File: config.mk
export PLATFORM = sky130hd
export DESIGN_NAME = fdc_top
export DESIGN_NICKNAME = d
export VERILOG_FILES = /design/src/hdl/fdc_pkg.sv /design/src/hdl/fdc_modulator.sv /design/src/hdl/fdc_top.sv
export SDC_FILE = /design/constraint.sdc
export NUM_CORES = 1
export LEC_CHECK = 0
export ABC_AREA = 1
export BUFFER_PORTS_ARGS = -buffer_cell sky130_fd_sc_hd__buf_2
export CAP_MARGIN = 25
export CORE_ASPECT_RATIO = 0.5
export CORE_MARGIN = 2
export CORE_UTILIZATION = 57
export CTS_CLUSTER_SIZE = 25
export DETAILED_ROUTE_END_ITERATION = 8
export PLACE_DENSITY_LB_ADDON = 0.12
export SYNTH_ARGS = -nofsm -noshare
export SYNTH_HDL_FRONTEND = slang
export SYNTH_HIERARCHICAL = 1
export SYNTH_SLANG_ARGS = --single-unit
File: constraint.sdc
create_clock -name aclk -period 2.05 [get_ports aclk]
set_input_delay 0.41 -clock aclk [delete_from_list [all_inputs] [get_ports aclk]]
set_output_delay 0.41 -clock aclk [all_outputs]
set_load 0.02 [all_outputs]
File: src/hdl/fdc_pkg.sv
// Purpose: shared constants for the oscillator trim and clock request logic
// Assumes: 32-bit AXI4-Lite register bus, one 100 MHz clock
// Notes:   sleep mode codes are driven by the power manager
package fdc_pkg;

  // ==========================================================
  // oscillator field widths
  localparam int FDC_TAP_W = 5;
  localparam int FDC_FRAC_W = 5;
  localparam logic [FDC_FRAC_W-1:0] FDC_FRAC_TOP = 5'h1F;
  localparam logic [FDC_TAP_W-1:0] FDC_TAP_TOP = 5'h1F;
  // aclk cycles per oscillator tick at tap zero
  localparam logic [7:0] FDC_DCO_BASE = 8'h28;

  // ==========================================================
  // register byte offsets
  localparam logic [3:0] FDC_OFF_CTRL = 4'h0;
  localparam logic [3:0] FDC_OFF_TARGET = 4'h4;
  localparam logic [3:0] FDC_OFF_STATUS = 4'h8;
  localparam logic [3:0] FDC_OFF_TAP = 4'hC;

  // control register fields
  localparam int FDC_CTRL_GEN1_OFF = 0;
  localparam int FDC_CTRL_BYPASS = 1;
  localparam int FDC_CTRL_DCO_AUX = 2;
  localparam int FDC_CTRL_DCO_SUB = 3;
  // tap register fields
  localparam int FDC_TAP_LSB = 0;
  localparam int FDC_FRAC_LSB = 8;
  // status register fields
  localparam int FDC_ST_FLL_EN = 16;
  localparam int FDC_ST_STATE = 17;
  localparam int FDC_ST_LOWCUR = 19;

  // reset values
  localparam logic [15:0] FDC_TARGET_RST = 16'h0020;
  localparam logic [FDC_TAP_W-1:0] FDC_TAP_RST = 5'h10;
  localparam logic [FDC_FRAC_W-1:0] FDC_FRAC_RST = 5'h00;

  localparam logic [1:0] FDC_RESP_OKAY = 2'h0;
  localparam logic [1:0] FDC_RESP_SLVERR = 2'h2;

  // ==========================================================
  // power modes reported by the power manager
  localparam logic [2:0] FDC_MODE_ACTIVE = 3'h0;
  localparam logic [2:0] FDC_MODE_LIGHT0 = 3'h1;
  localparam logic [2:0] FDC_MODE_LVL1 = 3'h2;
  localparam logic [2:0] FDC_MODE_LVL2 = 3'h3;
  localparam logic [2:0] FDC_MODE_DEEP3 = 3'h4;
  localparam logic [2:0] FDC_MODE_DEEP4 = 3'h5;

  // loop sequencer, gray along arm-measure-apply
  typedef enum logic [1:0] {
    FDC_LOOP_IDLE = 2'b00,
    FDC_LOOP_ARM = 2'b01,
    FDC_LOOP_MEAS = 2'b11,
    FDC_LOOP_APPLY = 2'b10
  } fdc_loop_e;

endpackage : fdc_pkg

File: src/hdl/fdc_modulator.sv
// Purpose: oscillator model mixing the selected tap with the next one up
// Assumes: tap and fraction are stable flops from the loop
// Notes:   one tick pulse per oscillator period, counted in aclk cycles
`timescale 1ns/10ps
module fdc_modulator
  import fdc_pkg::*;
(
  // clock and reset
  input wire logic aclk,
  input wire logic aresetn,
  // trim fields
  input wire logic [FDC_TAP_W-1:0] osc_tap_sel,
  input wire logic [FDC_FRAC_W-1:0] tap_mix_fraction,
  // oscillator tick
  output logic dco_tick
);

  typedef struct packed {
    logic [7:0] cnt;
    logic [FDC_FRAC_W-1:0] acc;
    logic tick;
  } fdc_mod_s;

  fdc_mod_s s_q;
  fdc_mod_s s_d;
  logic [FDC_FRAC_W:0] sum;

  // ==========================================================
  // period generation
  always_comb
  begin
    s_d = s_q;
    s_d.tick = 1'b0;
    sum = {1'b0, s_q.acc} + {1'b0, tap_mix_fraction};
    if (s_q.cnt == 8'h00)
    begin
      s_d.tick = 1'b1;
      s_d.acc = sum[FDC_FRAC_W-1:0];
      // mix next tap
      // the carry spreads fraction/32 of periods onto the faster tap
      if (sum[FDC_FRAC_W])
        s_d.cnt = FDC_DCO_BASE - 8'({3'h0, osc_tap_sel}) - 8'h02;
      else
        s_d.cnt = FDC_DCO_BASE - 8'({3'h0, osc_tap_sel}) - 8'h01;
    end
    else
    begin
      s_d.cnt = s_q.cnt - 8'h01;
    end
  end

  always_ff @(posedge aclk)
  begin
    if (!aresetn)
      s_q <= '0;
    else
      s_q <= s_d;
  end

  assign dco_tick = s_q.tick;

endmodule : fdc_modulator

File: src/hdl/fdc_top.sv
// Purpose: frequency-locked loop, oscillator modulator, clock requests
// Assumes: ref_clk and power mode inputs are synchronous to aclk
// Notes:   registers over AXI4-Lite, one write and one read in flight
//
// Implementation choices: the register offsets and the AXI4-Lite register port.
`timescale 1ns/10ps
module fdc_top
  import fdc_pkg::*;
#(
  parameter int NUM_SER = 2,
  parameter int CNT_W = 16
)
(
  // clock and reset
  input wire logic aclk,
  input wire logic aresetn,
  // axi4-lite write address
  input wire logic [3:0] s_axi_awaddr,
  input wire logic s_axi_awvalid,
  output logic s_axi_awready,
  // axi4-lite write data
  input wire logic [31:0] s_axi_wdata,
  input wire logic [3:0] s_axi_wstrb,
  input wire logic s_axi_wvalid,
  output logic s_axi_wready,
  // axi4-lite write response
  output logic [1:0] s_axi_bresp,
  output logic s_axi_bvalid,
  input wire logic s_axi_bready,
  // axi4-lite read address
  input wire logic [3:0] s_axi_araddr,
  input wire logic s_axi_arvalid,
  output logic s_axi_arready,
  // axi4-lite read data
  output logic [31:0] s_axi_rdata,
  output logic [1:0] s_axi_rresp,
  output logic s_axi_rvalid,
  input wire logic s_axi_rready,
  // reference clock and power state
  input wire logic ref_clk,
  input wire logic [2:0] power_mode,
  input wire logic isr_active,
  // serial units
  input wire logic [NUM_SER-1:0] ser_async_mode,
  input wire logic [NUM_SER-1:0] serial_soft_reset,
  input wire logic [NUM_SER-1:0] ser_busy,
  output logic [NUM_SER-1:0] ser_clk_req,
  // oscillator and crystal control
  output logic [FDC_TAP_W-1:0] osc_tap_sel,
  output logic [FDC_FRAC_W-1:0] tap_mix_fraction,
  output logic fll_active,
  output logic xtal1_digital_bypass,
  output logic low_current_ok
);

  // ==========================================================
  // parameter checks
  if (NUM_SER < 1 || NUM_SER > 8)
    $error("NUM_SER must be 1 to 8");
  if (CNT_W < 8 || CNT_W > 16)
    $error("CNT_W must be 8 to 16");

  // ==========================================================
  // state
  typedef struct packed {
    logic awready, wready;
    logic aw_have, w_have;
    logic [3:0] awaddr;
    logic [31:0] wdata;
    logic [3:0] wstrb;
    logic bvalid;
    logic [1:0] bresp;
    logic arready, rvalid;
    logic [31:0] rdata;
    logic [1:0] rresp;
    logic gen1_off, bypass, dco_aux, dco_sub;
    logic [15:0] target;
    logic [FDC_TAP_W-1:0] tap;
    logic [FDC_FRAC_W-1:0] frac;
    fdc_loop_e loop;
    logic [CNT_W-1:0] cnt;
    logic ref_prev, fll_en;
    logic [1:0] dir;
    logic [NUM_SER-1:0] ser_req;
    logic low_cur;
  } fdc_top_s;

  fdc_top_s s_q;
  fdc_top_s s_d;
  logic dco_tick;
  logic ref_rise;
  logic [NUM_SER-1:0] ser_req_c;

  // ==========================================================
  // helpers
  function automatic logic deep_gate(input logic [2:0] mode);
    deep_gate = (mode == FDC_MODE_DEEP3) || (mode == FDC_MODE_DEEP4);
  endfunction : deep_gate

  function automatic logic [31:0] read_word(input logic [3:0] addr,
                                            input fdc_top_s s);
    read_word = 32'h0000_0000;
    case (addr)
      FDC_OFF_CTRL:
      begin
        read_word[FDC_CTRL_GEN1_OFF] = s.gen1_off;
        read_word[FDC_CTRL_BYPASS] = s.bypass;
        read_word[FDC_CTRL_DCO_AUX] = s.dco_aux;
        read_word[FDC_CTRL_DCO_SUB] = s.dco_sub;
      end
      FDC_OFF_TARGET: read_word[15:0] = s.target;
      FDC_OFF_STATUS:
      begin
        read_word[CNT_W-1:0] = s.cnt;
        read_word[FDC_ST_FLL_EN] = s.fll_en;
        read_word[FDC_ST_STATE +: 2] = s.loop;
        read_word[FDC_ST_LOWCUR] = s.low_cur;
      end
      FDC_OFF_TAP:
      begin
        read_word[FDC_TAP_LSB +: FDC_TAP_W] = s.tap;
        read_word[FDC_FRAC_LSB +: FDC_FRAC_W] = s.frac;
      end
      default: read_word = 32'h0000_0000;
    endcase
  endfunction : read_word

  function automatic logic mapped(input logic [3:0] addr);
    mapped = (addr[1:0] == 2'h0);
  endfunction : mapped

  // ==========================================================
  // oscillator
  fdc_modulator u_mod (
    .aclk(aclk),
    .aresetn(aresetn),
    .osc_tap_sel(s_q.tap),
    .tap_mix_fraction(s_q.frac),
    .dco_tick(dco_tick)
  );

  assign ref_rise = ref_clk && !s_q.ref_prev;

  // ==========================================================
  // serial clock requests
  // release idle async
  // sync units keep their clock since the far end clocks them
  for (genvar i = 0; i < NUM_SER; i++)
  begin : g_ser
    assign ser_req_c[i] = !serial_soft_reset[i] && (ser_busy[i] ||
                          !deep_gate(power_mode) || !ser_async_mode[i]);
  end

  // ==========================================================
  // next state
  always_comb
  begin
    s_d = s_q;
    s_d.ref_prev = ref_clk;
    s_d.ser_req = ser_req_c;
    // write channel, address and data taken in either order
    if (s_q.awready && s_axi_awvalid)
    begin
      s_d.aw_have = 1'b1;
      s_d.awaddr = s_axi_awaddr;
    end
    if (s_q.wready && s_axi_wvalid)
    begin
      s_d.w_have = 1'b1;
      s_d.wdata = s_axi_wdata;
      s_d.wstrb = s_axi_wstrb;
    end
    if (s_q.bvalid && s_axi_bready)
      s_d.bvalid = 1'b0;
    if (s_q.aw_have && s_q.w_have && !s_q.bvalid)
    begin
      s_d.aw_have = 1'b0;
      s_d.w_have = 1'b0;
      s_d.bvalid = 1'b1;
      s_d.bresp = mapped(s_q.awaddr) ? FDC_RESP_OKAY : FDC_RESP_SLVERR;
      case (s_q.awaddr)
        FDC_OFF_CTRL:
          if (s_q.wstrb[0])
          begin
            s_d.gen1_off = s_q.wdata[FDC_CTRL_GEN1_OFF];
            s_d.bypass = s_q.wdata[FDC_CTRL_BYPASS];
            s_d.dco_aux = s_q.wdata[FDC_CTRL_DCO_AUX];
            s_d.dco_sub = s_q.wdata[FDC_CTRL_DCO_SUB];
          end
        FDC_OFF_TARGET:
        begin
          if (s_q.wstrb[0])
            s_d.target[7:0] = s_q.wdata[7:0];
          if (s_q.wstrb[1])
            s_d.target[15:8] = s_q.wdata[15:8];
        end
        FDC_OFF_TAP:
        begin
          if (s_q.wstrb[0])
            s_d.tap = s_q.wdata[FDC_TAP_LSB +: FDC_TAP_W];
          if (s_q.wstrb[1])
            s_d.frac = s_q.wdata[FDC_FRAC_LSB +: FDC_FRAC_W];
        end
        default: s_d.bresp = s_d.bresp;
      endcase
    end
    s_d.awready = !s_d.aw_have && !s_d.bvalid;
    s_d.wready = !s_d.w_have && !s_d.bvalid;
    // read channel
    if (s_q.rvalid && s_axi_rready)
      s_d.rvalid = 1'b0;
    if (s_q.arready && s_axi_arvalid)
    begin
      s_d.rvalid = 1'b1;
      s_d.rdata = read_word(s_axi_araddr, s_q);
      s_d.rresp = mapped(s_axi_araddr) ? FDC_RESP_OKAY : FDC_RESP_SLVERR;
    end
    s_d.arready = !s_d.rvalid;
    // loop enable
    // an interrupt runs the cpu in active mode, so it wakes the loop too
    s_d.fll_en = 1'b1;
    if (!isr_active && power_mode != FDC_MODE_ACTIVE)
    begin
      if (power_mode == FDC_MODE_LIGHT0)
        s_d.fll_en = s_q.dco_aux || s_q.dco_sub;
      else
        s_d.fll_en = !s_q.gen1_off;
    end
    s_d.low_cur = !(power_mode == FDC_MODE_DEEP4 && s_q.bypass);

    // ==========================================================
    // loop sequencer
    if (!s_q.fll_en)
    begin
      // abort without trim
      // a half-done window is dropped so short wakes cannot drift the tap
      s_d.loop = FDC_LOOP_IDLE;
      s_d.cnt = '0;
    end
    else
    begin
      case (s_q.loop)
        FDC_LOOP_IDLE: s_d.loop = FDC_LOOP_ARM;
        // count is already clear here, idle is only reached with it zeroed
        FDC_LOOP_ARM:
          if (ref_rise)
            s_d.loop = FDC_LOOP_MEAS;
        FDC_LOOP_MEAS:
        begin
          if (dco_tick && s_q.cnt != '1)
            s_d.cnt = s_q.cnt + CNT_W'(1);
          if (ref_rise)
          begin
            s_d.loop = FDC_LOOP_APPLY;
            s_d.dir[0] = 32'(s_q.cnt) < 32'(s_q.target);
            s_d.dir[1] = 32'(s_q.cnt) > 32'(s_q.target);
          end
        end
        FDC_LOOP_APPLY:
        begin
          if (ref_rise)
          begin
            s_d.loop = FDC_LOOP_MEAS;
            s_d.cnt = '0;
            if (s_q.dir == 2'b01)
            begin
              // clean rollover
              // tap up pairs with fraction zero, never fraction 31
              if (s_q.frac != FDC_FRAC_TOP)
                s_d.frac = s_q.frac + FDC_FRAC_W'(1);
              else if (s_q.tap != FDC_TAP_TOP)
              begin
                s_d.frac = '0;
                s_d.tap = s_q.tap + FDC_TAP_W'(1);
              end
            end
            else if (s_q.dir == 2'b10)
            begin
              if (s_q.frac != '0)
                s_d.frac = s_q.frac - FDC_FRAC_W'(1);
              else if (s_q.tap != '0)
              begin
                s_d.frac = FDC_FRAC_TOP;
                s_d.tap = s_q.tap - FDC_TAP_W'(1);
              end
            end
          end
        end
        default: s_d.loop = FDC_LOOP_IDLE;
      endcase
    end
  end

  // ==========================================================
  // registers
  always_ff @(posedge aclk)
  begin
    if (!aresetn)
    begin
      s_q <= '0;
      s_q.target <= FDC_TARGET_RST;
      s_q.tap <= FDC_TAP_RST;
      s_q.frac <= FDC_FRAC_RST;
      s_q.loop <= FDC_LOOP_IDLE;
      s_q.low_cur <= 1'b1;
    end
    else
      s_q <= s_d;
  end

  // ==========================================================
  // outputs
  assign s_axi_awready = s_q.awready;
  assign s_axi_wready = s_q.wready;
  assign s_axi_bresp = s_q.bresp;
  assign s_axi_bvalid = s_q.bvalid;
  assign s_axi_arready = s_q.arready;
  assign s_axi_rdata = s_q.rdata;
  assign s_axi_rresp = s_q.rresp;
  assign s_axi_rvalid = s_q.rvalid;
  assign ser_clk_req = s_q.ser_req;
  assign osc_tap_sel = s_q.tap;
  assign tap_mix_fraction = s_q.frac;
  assign fll_active = s_q.fll_en;
  assign xtal1_digital_bypass = s_q.bypass;
  assign low_current_ok = s_q.low_cur;
endmodule : fdc_top

# Word level (Yosys, flattened, before mapping)
# Cells that the tools add are included.
[totals] reg_bits=122 latch_bits=0 mem_bits_rw=0 mem_bits_ro=0 in_bits=62 output_inout_bits=56 word_cells=155 n_memories=0
[classes] add_sub_neg=10 n_mul=0 div=0 n_lt_le_gt_ge=2 eq_ne=20 n_shift=0 mux=40 bitwise=0 n_reduce_logical=52
[op_table] operator="$mux W10" count=8
[op_table] operator="$mux W35" count=1
[op_table] operator="$pmux W16 S2" count=1
[op_table] operator="$mux W5" count=6
[op_table] operator="$mux W28" count=1
[op_table] operator="$reduce_and A3 Y1" count=6
[op_table] operator="$add A16 B1 Y16 const B" count=1
[op_table] operator="$gt A16 B16 Y1" count=1
[op_table] operator="$lt A16 B16 Y1" count=1
[op_table] operator="$mux W16" count=1
[op_table] operator="$mux W8" count=2
[op_table] operator="$ne A16 B16 Y1 const B" count=1
[op_table] operator="$pmux W4 S4" count=1
[op_table] operator="$sub A8 B1 Y8 const B" count=2
[op_table] operator="$logic_and A1 B1 Y1" count=15
[op_table] operator="$pmux W5 S3" count=1
[op_table] operator="$logic_not A1 Y1" count=14
[op_table] operator="$eq A4 B4 Y1 const B" count=3
[op_table] operator="$pmux W3 S2" count=2
[op_table] operator="$add A5 B1 Y5 const B" count=2
[op_table] operator="$mux W2" count=5
[op_table] operator="$ne A5 B5 Y1 const B" count=2
[op_table] operator="$reduce_bool A5 Y1" count=2
[op_table] operator="$sub A5 B1 Y5 const B" count=2
[op_table] operator="21 further kinds" count=43

# Depth between registers and ports, before layout
[depth] ltp_word=10 mapped_depth=14 ltp_nobuf=14

# By module
# Netlist, hierarchy kept.
[modules_own_cells] mod="fdc_top" instances=1 cells_each=863 area_each_um2=5933.2 seq_area_each_um2=2122.0
[modules_own_cells] mod="fdc_modulator" instances=1 cells_each=156 area_each_um2=1179.9 seq_area_each_um2=280.3

# Worst setup path after synthesis
# No wires, ideal clock.
[synth_path] path_kind="flip-flop to flip-flop" startpoint="register s_q, in the netlist tap_mix_fraction[1]" endpoint="register s_q, in the netlist osc_tap_sel[0]" setup_time_ns=0.117 t_arrival_ns=1.695 t_required_ns=1.933 setup_slack_ns=0.238 path_stages_with_launch=14 n_path_buf=0 synth_period_minus_slack_ns=1.812 cell_sequence="dfxtp_1 > ha_1 > nand2_1 > nor2_1 > ha_1 > inv_1 > nor2_1 > inv_1 > o21ai_0 > inv_1 > nand2_1 > nand2_1 > nor2_1 > nor2_1"
[synth_via] elab_chain_len=7 word_cells_on_any_way=9 classes_between="1 x eq/ne; 7 x mux; 1 x reduce/logical"
[synth_lines] item="start, declared" line="fdc_top.sv:88" rtl="fdc_top_s s_q;"
[synth_lines] item="$reduce_bool A5 Y1" line="fdc_top.sv:279" rtl="if (s_q.frac != '0)"
[synth_lines] item="$mux W5" line="fdc_top.sv:279"
[synth_lines] item="$mux W10" line="fdc_top.sv:277" rtl="else if (s_q.dir == 2'b10)"
[synth_lines] item="$mux W10 (*)" line="fdc_top.sv:265" rtl="if (s_q.dir == 2'b01)"
[synth_lines] item="$mux W28 (*)" line="fdc_top.sv:261" rtl="if (ref_rise)"
[synth_lines] item="$mux W10 (*)" line="fdc_top.sv:242" rtl="case (s_q.loop)"
[synth_lines] item="$mux W10 (*)" line="fdc_top.sv:233" rtl="if (!s_q.fll_en)"
# Every way passes the cells marked *; elsewhere a longest branch is shown, timed or not. The select of a mux whose other input is x is not followed.
# A chain may end at the register's enable or synchronous reset.

# Worst setup path in the final report
[layout_path] startpoint="register s_q, in the netlist osc_tap_sel[1]" endpoint="register u_mod/s_q[11] (netlist name)"
[layout_via] elab_chain_len=4 word_cells_on_any_way=5 classes_between="3 x add/sub; 2 x mux"
[layout_lines] item="$sub A6 B5 Y7 (*)" line="fdc_modulator.sv:42, fdc_modulator.sv:44"
[layout_lines] item="$sub A8 B1 Y8 / $sub A8 B2 Y8 (equally long branches)" line="fdc_modulator.sv:44, fdc_modulator.sv:42"
[layout_lines] item="$mux W8 (*)" line="fdc_modulator.sv:41" rtl="if (sum[FDC_FRAC_W])"
[layout_lines] item="$mux W8 (*)" line="fdc_modulator.sv:35" rtl="if (s_q.cnt == 8'h00)"
[layout_lines] item="end signal, assigned" line="fdc_modulator.sv:55" rtl="s_q <= '0;"
[layout_lines] item="end signal, assigned" line="fdc_modulator.sv:57" rtl="s_q <= s_d;"
[layout_lines] item="end, declared" line="fdc_modulator.sv:24" rtl="fdc_mod_s s_q;"
# Every way passes the cells marked *; elsewhere a longest branch is shown, timed or not.

==> results.py <==
metrics = {
    "critical_path": {
        "reg2regPathDepth": 14,
        "worstSetupPathType": "register to register",
        "path_max_fanout": 7,
        "cp-end-kind": "register",
        "r2r-end": "u_mod/s_q[11]",
        "cp.arrival_ns": 2.18,
        "crit_required_ns": 2.37,
        "r2r_start": "osc_tap_sel[1]",
        "reg2reg_slack_ns": 0.19,
        "cp-start-kind": "register",
    },
    "yosys": {
        "synth-main-ff-cell": "dfxtp_1",
        "synth_commonest_cells": "nand2_1 (190), inv_1 (129), dfxtp_1 (120)",
        "postSynth.asyncResetShare_pct": 0,
        "ys_types": 49,
        "synth_top_area_share_pct": 33.8,
        "synth_edf_count": 0,
        "yosysSeqAreaShare_pct": 33.8,
        "syn_area_per_cell_um2": 6.98,
        "synth_area_leader_cell": "dfxtp_1",
        "synth_area_leaders": "dfxtp_1 (34%), nand2_1 (10%), inv_1 (6.8%), o21ai_0 (6.2%), nor2_1 (6.0%)",
        "ys_ff_latch": 120,
        "synth_most_common_cell": "nand2_1",
        "netlist_instances": 1019,
        "yosysWarnings": 6,
        "syn_area_um2": 7110,
    },
    "detailed_routing": {
        "vias": 6845,
        "drc_errors": 0,
        "drt_iter0_markers": 705,
        "ant_nets": 0,
        "drt-total-wl_um": 18400,
        "drtPass1Iterations": 6,
        "viasPerCell": 5.38,
        "routedWlPerCell_um": 14.5,
    },
    "floorplan": {
        "fp.dieH_um": 83.0,
        "chipWidth_um": 162,
        "design.die.area_um2": 13400,
        "ios": 118,
        "rows": 28,
        "design.core.area_um2": 12000,
        "initial_core_util_pct": 59.4,
    },
    "clocking": {
        "path_clk_slew_ns": 0.06,
        "clkSinkCount": 120,
        "clock_latency_ns": 0.42,
        "cts_tree": "yes",
        "cts_hold_buf": 0,
        "post_cts_buffers": 0,
        "clk_path_buf_depth": 2,
        "numCtsBuffers": 17,
        "cts_max_level": 4,
        "cts-root-buf": "clkbuf_16",
    },
    "worst_hold_path": {
        "holdPathEnd": "ser_clk_req[0]",
        "min_delay_path_depth": 2,
        "min_from": "serial_soft_reset[0]",
        "hold_class": "primary input to register",
    },
    "global_routing": {
        "antenna_found_initial": 0,
        "grtUsageMet1_pct": 38.5,
        "grt-ovfl-total": 0,
        "busiest_layer": "met2",
        "grt_usage_pct": 28.0,
        "grt_pass1_vias": 6234,
        "use_met2_pct": 44.0,
        "grt_pass1_wl_um": 30300,
        "grt_max_degree": 25,
        "met3_usage_pct": 6.89,
    },
    "job": {
        "maxCapViolCount": 0,
    },
    "sta": {
        "finalCritPeriodShare_pct": 90.7,
        "fin_setup_tns_ns": 0,
        "clock_skew_ns": 0.0108,
        "setup_viol": 0,
        "fin_crit_ns": 1.86,
        "rsz0062_at_grt": "false",
        "maxSlewViolCount": 0,
        "final_hold_viol_count": 0,
        "hold_ws_ns": 0.155,
        "worstMarginPinSlew_ns": 0.554,
        "fmaxAchievable_ghz": 0.538,
        "slew_headroom_pct": 62.8,
        "fin_ws_ns": 0.190,
    },
    "layout": {
        "nNetsFinal": 1190,
        "final-seq-area_um2": 2400,
        "antenna_cells": 0,
        "drive_above_1_share_pct": 19.1,
        "fill_cells": 1072,
        "multi_input_area_um2": 3740,
        "area_delta_synth_final_pct": 15.7,
    },
    "power_and_ir_drop": {
        "pwr_density_cell_nw_per_um2": 862,
        "p_int_mw": 5.21,
        "p_comb_share_pct": 14.3,
        "swShare_pct": 26.6,
        "finalPower_mw": 7.09,
        "switchingPower_mw": 1.89,
        "p_leak_nw": 3.76,
        "pwr-share-clk_pct": 48.2,
        "vdd_ir_drop_max_mv": 0.786,
        "power.share.sequential_pct": 37.5,
    },
    "place": {
        "post-place-ws_ns": 0.0811,
        "io_buffers": 85,
        "dp_hpwl_um": 13600,
        "gp_congestion": 0.923,
    },
    "run_status": {
        "outcome": "finished, final reports clean",
    },
}
## flip-flops by register name (all words and copies together), names as in the netlist
signal                cells
s_axi_wready              1
s_axi_bvalid              1
osc_tap_sel               5
u_mod/dco_tick            1
s_axi_awready             1
s_axi_rdata              20
s_axi_bresp               1
tap_mix_fraction          5
s_q                      64
s_axi_arready             1
s_axi_rresp               1
low_current_ok            1
s_axi_rvalid              1
fll_active                1
ser_clk_req               2
u_mod/s_q                13
xtal1_digital_bypass      1
## layout by cell type, fill, tap and decap left out, drive strengths merged, types with 6 or more instances in the layout
cell,count
nand2,210
inv,135
nor2,124
dfxtp,120
buf,120
a21oi,95
o21ai,92
nand3,48
ha,32
clkbuf,20
nand4,18
conb,14
o22ai,10
o221ai,10
xor2,9
clkinv,8
a211oi,7
bufinv,6
nor3,6
## stage by stage
step	std cells	util, %	cell area, um^2
4_1_cts	1273	68.7	8230
5_1_grt	1273	68.7	8230
3_3_place_gp	1241	63.1	7560
3_5_place_dp	1241	63.1	7560
6_report	1273	68.7	8230
2_1_floorplan	1032	-	7160
## layout make-up
class	count	share of cell area [%]
inverters	139	6.35
well taps	165	2.51
flip-flops and latches	120	29.2
repair buffers	120	8.36
clock buffers	20	5.43
multi-input cells	697	45.4
clock inverters	12	2.71
## layer usage
metal	up-vias	share of wire, %
li1	3422	-
met1	3164	46
met2	234	45
met3	25	7.9
met4	0	1.2
met5	-	0
## worst max-delay path by stage
stage	start	endpoint	slack, ns	depth (start not counted)
3_3_place_gp	osc_tap_sel[1]	u_mod/s_q[11]	0.16	12
5_1_grt	osc_tap_sel[0]	u_mod/s_q[11]	0.002	14
3_5_place_dp	osc_tap_sel[1]	u_mod/s_q[11]	0.08	14
4_1_cts	osc_tap_sel[1]	u_mod/s_q[11]	0.07	14
6_report	osc_tap_sel[1]	u_mod/s_q[11]	0.19	14
2_1_floorplan	tap_mix_fraction[1]	osc_tap_sel[0]	0.24	13
## critical path: stages (launching register included)
cell and delay (ns):
dfxtp_2 0.40, inv_1 0.06, ha_1 0.21, inv_1 0.07, nand2_1 0.04, nand2_1 0.12
ha_1 0.22, inv_1 0.10, a21oi_1 0.12, o21bai_4 0.15, nand2_2 0.05, nand2_1 0.05
nand3_1 0.06, nand2_1 0.07, inv_1 0.03
## power groups by stage
stage | sequential, mW | combinational, mW | clock (mW)
finish | 2.66 | 1.02 | 3.42
global placement | 2.70 | 0.984 | 0
global route | 2.68 | 1.16 | 3.58
detailed placement | 2.71 | 1.01 | 0
CTS | 2.66 | 1.02 | 3.46
floorplan | 2.69 | 0.859 | 0
## logic make-up (layout without fill, tap and decap cells)
family / after synthesis / in the layout / synth area share, %
AND/OR/NAND/NOR: 411 / 411 / 25.9
buffers and inverters: 215 / 291 / 14.4
XOR/XNOR: 12 / 12 / 1.58
AO/OA/AOI/OAI: 227 / 227 / 18.4
adder cells (fa/ha/maj): 33 / 33 / 5.91
flip-flops: 120 / 120 / 33.8
other: 1 / 14 / 0.0527
## repair_timing
| item | 4_1_cts | 5_1_grt |
|---|---|---|
| gates resized for setup | 0 | 3 |
| endpoints found under the hold margin | 0 | 0 |
| endpoints found under the setup margin | 0 | 3 |
Note: power is estimated with default switching activity, not from simulation.
